File: src/ecr_regs.svh
// register offsets, field positions and reset values of the crc engine
`ifndef ECR_REGS_SVH
`define ECR_REGS_SVH

// ----------------------------------------------------------------------
// register byte offsets on the avalon slave
// ----------------------------------------------------------------------
`define ECR_OFS_CTRL 5'h00
`define ECR_OFS_POLY 5'h04
`define ECR_OFS_DATA 5'h08
`define ECR_OFS_RESULT 5'h0C
`define ECR_OFS_SNOOP 5'h10

// ----------------------------------------------------------------------
// control register field positions
// ----------------------------------------------------------------------
`define ECR_CTRL_EN 0
`define ECR_CTRL_MODE32 1
`define ECR_CTRL_SIZE 2
`define ECR_CTRL_IBREV 4
`define ECR_CTRL_BSWAP 5
`define ECR_CTRL_OREV 6
`define ECR_CTRL_SNPEN 7
`define ECR_CTRL_SNPRD 8
`define ECR_CTRL_SEED1 9
`define ECR_CTRL_MASK 32'h000003FF

// ----------------------------------------------------------------------
// reset values and constants
// ----------------------------------------------------------------------
`define ECR_CTRL_RST 32'h00000000
`define ECR_POLY_RST 16'h1021
`define ECR_SNOOP_RST 32'h00000000
`define ECR_ACC_RST 32'h00000000
`define ECR_POLY32 32'h04C11DB7
`define ECR_SEED_ONES 32'hFFFFFFFF
`define ECR_SNP_WIN_LSB 12

`endif

File: src/ecr_pkg.sv
// types shared by the crc engine files
package ecr_pkg;

   // block size of one crc step
   typedef enum logic [1:0] {
      ECR_BLK32,
      ECR_BLK16,
      ECR_BLK8
   } ecr_blk_t;

endpackage : ecr_pkg

File: src/ecr_crc_engine.sv
// crc engine with avalon register slave and apb bus snooping
//
// Functional notes
// - 32-bit mode uses fixed polynomial 04C11DB7
// - 16-bit mode polynomial fully programmable
// - firmware data write updates running crc
// - snoop folds selected peripheral's apb data
// - optional bit reversal within each input byte
// - optional byte reordering of input word
// - optional result bit reversal, word/half-word
// - one control write configures and seeds
// - 32/16/8-bit block folded per cycle
// - one 32/16/8-bit block per data write, at least one wait cycle each
// - dma feeds data writes, firmware request mode
// - registers inaccessible while bus clock gated
// - bus clock full or half system rate
//
// Chosen here: the placing of the registers and register access over Avalon-MM.
`timescale 1ns/100ps
`include "ecr_regs.svh"

module ecr_crc_engine
   import ecr_pkg::*;
#(
   parameter int SNP_AW = 32
)
(
   input wire logic sys_clk,
   input wire logic resetn,
   // clock gating and rate of the peripheral bus clock
   input wire logic apb_clk_en,
   input wire logic apb_half_rate,
   // avalon-mm slave
   input wire logic [4:0] avs_address,
   input wire logic avs_read,
   input wire logic avs_write,
   input wire logic [31:0] avs_writedata,
   output logic [31:0] avs_readdata,
   output logic avs_waitrequest,
   // snooped apb traffic
   input wire logic snp_psel,
   input wire logic snp_penable,
   input wire logic snp_pready,
   input wire logic snp_pwrite,
   input wire logic [SNP_AW-1:0] snp_paddr,
   input wire logic [31:0] snp_pwdata,
   input wire logic [31:0] snp_prdata
);

   // ----------------------------------------------------------------------
   // declarations
   // ----------------------------------------------------------------------
   logic [31:0] ctrl_reg, ctrl_next; // configuration
   logic [15:0] poly_reg, poly_next; // programmable 16-bit polynomial
   logic [31:0] snoop_reg, snoop_next; // snooped peripheral base
   logic [31:0] acc_reg, acc_next; // running crc
   logic [31:0] rdata_reg, rdata_next; // read data to the bus
   logic wait_reg, wait_next; // waitrequest
   logic div_reg, div_next; // half-rate divider phase
   logic pclk_en; // one-cycle bus clock enable
   logic wr_take; // write accepted this edge
   logic ctrl_wr, poly_wr, data_wr, snoop_wr;
   logic snp_hit; // completed transfer to the snooped window
   logic feed_valid; // a block enters the crc this cycle
   logic [31:0] raw_word, brev_word, feed_word;
   logic [31:0] eff_poly, res_view;
   logic [31:0] step32_out, step16_out, step8_out, step_sel;
   logic wide32;
   ecr_blk_t blk;

   // ----------------------------------------------------------------------
   // bus clock enable
   // ----------------------------------------------------------------------
   // the bus clock is a synchronous enable, every or every other edge
   always_comb
   begin
      div_next = apb_half_rate ? ~div_reg : 1'b1;
      pclk_en = apb_clk_en & (apb_half_rate ? div_reg : 1'b1);
   end

   always_ff @(posedge sys_clk or negedge resetn)
   begin
      if (!resetn)
      begin
         div_reg <= 1'b0;
      end
      else
      begin
         div_reg <= div_next;
      end
   end

   // ----------------------------------------------------------------------
   // avalon slave handshake and read mux
   // ----------------------------------------------------------------------
   // waitrequest drops for one cycle per request; a gated clock never
   // answers, so the master simply waits until the clock returns
   always_comb
   begin
      wait_next = 1'b1;
      rdata_next = rdata_reg;
      if ((avs_read | avs_write) & wait_reg & pclk_en)
      begin
         wait_next = 1'b0;
         if (!avs_read)
         begin
            rdata_next = 32'h00000000;
         end
         else if (avs_address == `ECR_OFS_CTRL)
         begin
            rdata_next = ctrl_reg;
         end
         else if (avs_address == `ECR_OFS_POLY)
         begin
            rdata_next = {16'h0000, poly_reg};
         end
         else if (avs_address == `ECR_OFS_RESULT)
         begin
            rdata_next = res_view;
         end
         else if (avs_address == `ECR_OFS_SNOOP)
         begin
            rdata_next = snoop_reg;
         end
         else
         begin
            // data register is write-only; unmapped reads give zero
            rdata_next = 32'h00000000;
         end
      end
   end

   always_ff @(posedge sys_clk or negedge resetn)
   begin
      if (!resetn)
      begin
         wait_reg <= 1'b1;
         rdata_reg <= 32'h00000000;
      end
      else
      begin
         wait_reg <= wait_next;
         rdata_reg <= rdata_next;
      end
   end

   assign avs_waitrequest = wait_reg;
   assign avs_readdata = rdata_reg;

   // ----------------------------------------------------------------------
   // write decode
   // ----------------------------------------------------------------------
   // a write lands on the edge where waitrequest is seen low
   always_comb
   begin
      wr_take = avs_write & ~wait_reg;
      ctrl_wr = 1'b0;
      poly_wr = 1'b0;
      data_wr = 1'b0;
      snoop_wr = 1'b0;
      if (!wr_take)
      begin
         ctrl_wr = 1'b0;
      end
      else if (avs_address == `ECR_OFS_CTRL)
      begin
         ctrl_wr = 1'b1;
      end
      else if (avs_address == `ECR_OFS_POLY)
      begin
         poly_wr = 1'b1;
      end
      else if (avs_address == `ECR_OFS_DATA)
      begin
         data_wr = 1'b1; // firmware or dma channel
      end
      else if (avs_address == `ECR_OFS_SNOOP)
      begin
         snoop_wr = 1'b1;
      end
   end

   // ----------------------------------------------------------------------
   // input selection and reordering
   // ----------------------------------------------------------------------
   always_comb
   begin
      // only the access phase with ready counts, once per word
      snp_hit = ctrl_reg[`ECR_CTRL_SNPEN] & pclk_en & snp_psel &
         snp_penable & snp_pready &
         (snp_paddr[SNP_AW-1:`ECR_SNP_WIN_LSB] ==
          snoop_reg[SNP_AW-1:`ECR_SNP_WIN_LSB]) &
         (snp_pwrite != ctrl_reg[`ECR_CTRL_SNPRD]);
      // while snooping, direct data writes are ignored to avoid clashes
      feed_valid = ctrl_reg[`ECR_CTRL_EN] &
         (snp_hit | (data_wr & ~ctrl_reg[`ECR_CTRL_SNPEN]));
      if (snp_hit)
      begin
         raw_word = snp_pwrite ? snp_pwdata : snp_prdata;
      end
      else
      begin
         raw_word = avs_writedata;
      end
      // reverse the bits of each byte
      for (int b = 0; b < 4; b++)
      begin
         for (int k = 0; k < 8; k++)
         begin
            brev_word[8*b+k] = ctrl_reg[`ECR_CTRL_IBREV] ?
               raw_word[8*b+7-k] : raw_word[8*b+k];
         end
      end
   end

   // byte reorder within the active block size
   always_comb
   begin
      blk = ecr_blk_t'(ctrl_reg[`ECR_CTRL_SIZE+1:`ECR_CTRL_SIZE]);
      feed_word = brev_word;
      if (ctrl_reg[`ECR_CTRL_BSWAP])
      begin
         case (blk)
            ECR_BLK32:
            begin
               feed_word = {brev_word[7:0], brev_word[15:8],
                  brev_word[23:16], brev_word[31:24]};
            end
            ECR_BLK16:
            begin
               feed_word = {brev_word[31:16], brev_word[7:0],
                  brev_word[15:8]};
            end
            default:
            begin
               feed_word = brev_word; // a single byte has no order
            end
         endcase
      end
   end

   // ----------------------------------------------------------------------
   // crc datapath
   // ----------------------------------------------------------------------
   always_comb
   begin
      wide32 = ctrl_reg[`ECR_CTRL_MODE32];
      eff_poly = wide32 ? `ECR_POLY32 : {16'h0000, poly_reg};
   end

   // three unrolled widths, one picked per block size
   ecr_crc_step #(.DW(32)) u_step32 (
      .crc_in(acc_reg),
      .poly(eff_poly),
      .wide32(wide32),
      .data(feed_word),
      .crc_out(step32_out)
   );

   ecr_crc_step #(.DW(16)) u_step16 (
      .crc_in(acc_reg),
      .poly(eff_poly),
      .wide32(wide32),
      .data(feed_word[15:0]),
      .crc_out(step16_out)
   );

   ecr_crc_step #(.DW(8)) u_step8 (
      .crc_in(acc_reg),
      .poly(eff_poly),
      .wide32(wide32),
      .data(feed_word[7:0]),
      .crc_out(step8_out)
   );

   // result view: output reversal over word or half-word
   always_comb
   begin
      case (blk)
         ECR_BLK32: step_sel = step32_out;
         ECR_BLK16: step_sel = step16_out;
         default: step_sel = step8_out;
      endcase
      res_view = acc_reg;
      if (ctrl_reg[`ECR_CTRL_OREV])
      begin
         for (int k = 0; k < 32; k++)
         begin
            if (wide32)
            begin
               res_view[k] = acc_reg[31-k];
            end
            else if (k < 16)
            begin
               res_view[k] = acc_reg[15-k];
            end
         end
      end
   end

   // ----------------------------------------------------------------------
   // configuration and accumulator
   // ----------------------------------------------------------------------
   // a control write wins over a data block arriving the same edge
   always_comb
   begin
      ctrl_next = ctrl_reg;
      poly_next = poly_reg;
      snoop_next = snoop_reg;
      acc_next = acc_reg;
      if (ctrl_wr)
      begin
         ctrl_next = avs_writedata & `ECR_CTRL_MASK;
         acc_next = avs_writedata[`ECR_CTRL_SEED1] ?
            `ECR_SEED_ONES : `ECR_ACC_RST;
         if (!avs_writedata[`ECR_CTRL_MODE32])
         begin
            acc_next[31:16] = 16'h0000;
         end
      end
      else if (feed_valid)
      begin
         acc_next = step_sel;
      end
      if (poly_wr)
      begin
         poly_next = avs_writedata[15:0];
      end
      if (snoop_wr)
      begin
         snoop_next = avs_writedata;
      end
   end

   always_ff @(posedge sys_clk or negedge resetn)
   begin
      if (!resetn)
      begin
         ctrl_reg <= `ECR_CTRL_RST;
         poly_reg <= `ECR_POLY_RST;
         snoop_reg <= `ECR_SNOOP_RST;
         acc_reg <= `ECR_ACC_RST;
      end
      else
      begin
         ctrl_reg <= ctrl_next;
         poly_reg <= poly_next;
         snoop_reg <= snoop_next;
         acc_reg <= acc_next;
      end
   end
endmodule : ecr_crc_engine

File: src/ecr_crc_step.sv
// one unrolled crc step over a block of DW data bits
`timescale 1ns/100ps

module ecr_crc_step
   import ecr_pkg::*;
#(
   parameter int DW = 32
)
(
   input wire logic [31:0] crc_in,
   input wire logic [31:0] poly,
   input wire logic wide32,
   input wire logic [DW-1:0] data,
   output logic [31:0] crc_out
);

   // ----------------------------------------------------------------------
   // parallel step
   // ----------------------------------------------------------------------
   // the loop unrolls into xor trees, so a whole block folds in one cycle
   always_comb
   begin
      logic [31:0] c;
      logic fb;
      c = crc_in;
      fb = 1'b0;
      // msb of the block enters first
      for (int i = DW - 1; i >= 0; i--)
      begin
         fb = (wide32 ? c[31] : c[15]) ^ data[i];
         c = {c[30:0], 1'b0};
         if (fb)
         begin
            c = c ^ poly;
         end
      end
      // narrow mode keeps only the low half-word
      if (!wide32)
      begin
         c[31:16] = 16'h0000;
      end
      crc_out = c;
   end

endmodule : ecr_crc_step

File: config.mk
export PLATFORM = sky130hd
export DESIGN_NAME = ecr_crc_engine
export DESIGN_NICKNAME = d
export VERILOG_FILES = /design/src/ecr_pkg.sv /design/src/ecr_crc_engine.sv /design/src/ecr_crc_step.sv
export VERILOG_INCLUDE_DIRS = /design/src
export SDC_FILE = /design/constraint.sdc
export NUM_CORES = 2
export LEC_CHECK = 0
export BUFFER_PORTS_ARGS = -buffer_cell sky130_fd_sc_hd__buf_4
export CAP_MARGIN = 20
export CORE_ASPECT_RATIO = 0.8
export CORE_UTILIZATION = 45
export CTS_BUF_LIST = sky130_fd_sc_hd__clkbuf_4
export CTS_CLUSTER_SIZE = 28
export DETAILED_ROUTE_END_ITERATION = 10
export GPL_TIMING_DRIVEN = 0
export MAX_ROUTING_LAYER = met4
export PLACE_DENSITY = 0.66
export SYNTH_ARGS = -nofsm -noshare
export SYNTH_HDL_FRONTEND = slang
export SYNTH_SLANG_ARGS = --single-unit
export TNS_END_PERCENT = 5
File: constraint.sdc
create_clock -name sys_clk -period 20 [get_ports sys_clk]
set_clock_uncertainty 0.2 [all_clocks]
set_input_delay 1 -clock sys_clk [delete_from_list [all_inputs] [get_ports sys_clk]]
set_output_delay 1 -clock sys_clk [all_outputs]
set_load 0.05 [all_outputs]
==> results_dict.tcl <==
set metrics [dict create \
    postCtsSetupRepairBufs 0 \
    crit_slowest_cell "xor2_1" \
    clk_pin_slew_ns 0.15 \
    first_iter_violations 4746 \
    synth_top_family_by_area "XOR/XNOR gates" \
    wl_per_cell_um 25.75 \
    worst_hold_path_type "primary input to asynchronous set/reset pin" \
    maximum_number_of_pins_on_one_net_before_global_route_repair 72 \
    overflow 0 \
    layout.nets 4314 \
    die_ar_um2 65330 \
    synth_top_area_cell "xnor2_1" \
    critPathMaxStageDelay_ns 0.74 \
    critical_path.startpoint_type "flop" \
    setup_viols_final 0 \
    drt_drc_violations_left 0 \
    average_via_count_per_standard_cell 6.063 \
    fraction_of_synthesized_cell_area_in_xor_and_xnor_cells_pct 39.85 \
    num_rows 82 \
    cts_num_sinks 124 \
    maxClockFrequency_mhz 51.70 \
    grt_use_total_pct 39.59 \
    synth_edf_count 0 \
    cp_data_required_time_ns 20.20 \
    post_synth_inst_count 3973 \
    fin_tns_setup_ns 0 \
    tightest_slew_ns 1.328 \
    postSynthAreaPerCell_um2 7.283 \
    yosys-top-cells-area "xnor2_1 29%, dfrtp_1 10%, nor2_1 9.7%" \
    cts_tree "built" \
    cp_common_cell "xnor2_1" \
    initial_antenna_violation_count 1 \
    drv_cap 0 \
    synth_adder_area_share_pct 0 \
    critical_path_arrival_ns 19.54 \
    numCtsBuffers 17 \
    htree_num_levels 4 \
    unrepaired_setup_endpoints_after_global_routing "false" \
    drt_first_pass_iters 8 \
    cts-root-to-sink-buffers 2 \
    grt_first_pass_wirelength_um 187700 \
    register_bit_total_from_synthesis 124 \
    timing.critical_path.from "ctrl_reg[2]" \
    muxShareOfSynthArea_pct 8.981 \
    dp.final_hpwl_um 101900 \
    clock-root-buffer "clkbuf_4" \
    synth_seq_area_share_pct 10.74 \
    synthesis.yosys.warnings 0 \
    final_layout_size_suffix_gt1_share_pct 10.56 \
    synth_fp_nets 4116 \
    finalCritPeriodShare_pct 96.70 \
    io_buffer_count 161 \
    final_max_slew_viol_count 0 \
    synth_ff_type "dfrtp_1" \
    initial_core_util_pct 45.86 \
    drt.antenna.violating_nets 0 \
    run_status "complete, no violations" \
    cp_max_fo 10 \
    ys_async_sr_fraction_pct 100.0 \
    post_synth_and_or_nand_nor_area_fraction_pct 21.67 \
    period_minus_slack_ns 19.34 \
    horizontal_die_dimension_um 285.5 \
    criticalPathCategory "flop to flop" \
    gpl.final_weighted_congestion 1.047 \
    synthDominantCellAreaShare_pct 29.15 \
    finalHoldViolCount 0 \
    clock_latency_on_the_worst_skew_pair_ns 0.60 \
    synth_cell_type_count 106 \
    grt_pass1_vias 27420 \
    routed-via-count 30470 \
    core_region_area_um2 63100 \
    i_o_pins 176 \
    timing.critical_path.to_type "flop" \
    routed_wl_um 129400 \
    timing.rr.start "ctrl_reg[2]" \
    synth_area_um2 28940 \
    flow.area_growth_from_synthesis_pct 9.677 \
    dieHeight_um 228.8 \
    synth-compound-area-share_pct 14.08 \
    timing.max_slew.rel_slack_pct 11.47 \
]
final timing paths:
kind                                    to  slack, ns  cells after the start
max                            acc_reg[13]       0.66                     53
min                        avs_readdata[7]       0.14                      1
max reg2reg                    acc_reg[13]       0.66                     53
min reg2reg                        div_reg       0.23                      1
max in group asynchronous      poly_reg[5]      18.69                      2
min in group sys_clk               div_reg       0.23                      1
synth_stat cells (19+ instances only):
library cell / number
inv_1: 24
or2_2: 29
a31oi_1: 25
mux2_2: 81
dfrtp_1: 120
o211ai_1: 24
a21oi_1: 171
buf_1: 65
xor2_1: 165
nor3_1: 49
nand2_1: 357
and2_1: 27
o22ai_1: 27
o21ai_1: 19
a211oi_1: 28
o21a_1: 23
nor4_1: 19
clkbuf_1: 226
o31ai_1: 22
or3_1: 21
mux2i_1: 117
xnor2_1: 963
xnor3_1: 37
mux4_2: 19
nand3_1: 65
nor2_1: 748
o21ai_0: 160
cell type report:
type                       count  area, um2
timing repair buffer         179       1405
clock buffer                  18      135.1
sequential                   124       3108
inverter                      24      90.09
tap                          840       1051
buffer                       319       1262
clock inverter                14      183.9
fill                        6439      31360
antenna                        1      2.502
multi-input combinational   3506      24500
worst max-delay path, delay by kind of cell (launching register included):
family,cells,cell delay [ns]
xor gates and xnor gates,24,9.30
AOI/OAI and AO/OA,10,3.22
and+or+nand+nor,10,2.56
muxes,5,1.99
buffers and inverters,4,1.48
DFF,1,0.38
layout by cell type (no fill, tap or decap), types with 29 or more instances in the layout:
master / n
or2_2: 29
mux2_2: 81
nor2_1: 748
nand3_1: 65
nand2_1: 357
buf_4: 176
xnor2_1: 963
clkbuf_1: 226
xor2_1: 164
o21ai_0: 160
buf_1: 65
nor3_1: 49
xnor3_1: 37
mux2i_1: 117
a21oi_1: 168
dfrtp_1: 120
routing by layer:
metal | vias up | global-route usage [%] | wire (um)
li1 | 13680 | - | -
met1 | 14550 | 56.40 | 54700
met2 | 1957 | 54.10 | 51860
met3 | 282 | 9.122 | 17880
met4 | 0 | 13.17 | 4944
met5 | - | - | 0
cells by family after synthesis:
| logic type | count (synthesis) |
|---|---|
| AND/OR/NAND/NOR | 1442 |
| multiplexers | 222 |
| XOR/XNOR | 1202 |
| flip-flops | 124 |
| buffers and inverters | 343 |
| AO/OA/AOI/OAI | 640 |
through the flow:
stage | area [um2] | hold slack (ns) | worst slack (ns) | cells | util [%]
floorplan | 28940 | 0.1957 | 3.674 | 3973 | -
finish | 31740 | 0.1412 | 0.6593 | 5025 | 50.30
detailed placement | 31340 | 0.2154 | 0.6026 | 4985 | 49.67
global placement | 31190 | 0.2075 | 0.5856 | 4974 | 49.44
global route | 31730 | 0.1752 | 0.007025 | 5024 | 50.29
CTS | 31660 | 0.1547 | 1.091 | 5017 | 50.18
timing repair:
action	in CTS	in global routing
hold buffers	0	0
resized for setup	0	1
endpoints found under the setup margin	0	1
Power is left out: the tool's default activity adds up to more than one toggle a clock period on the data nets, which glitch-free logic cannot reach.
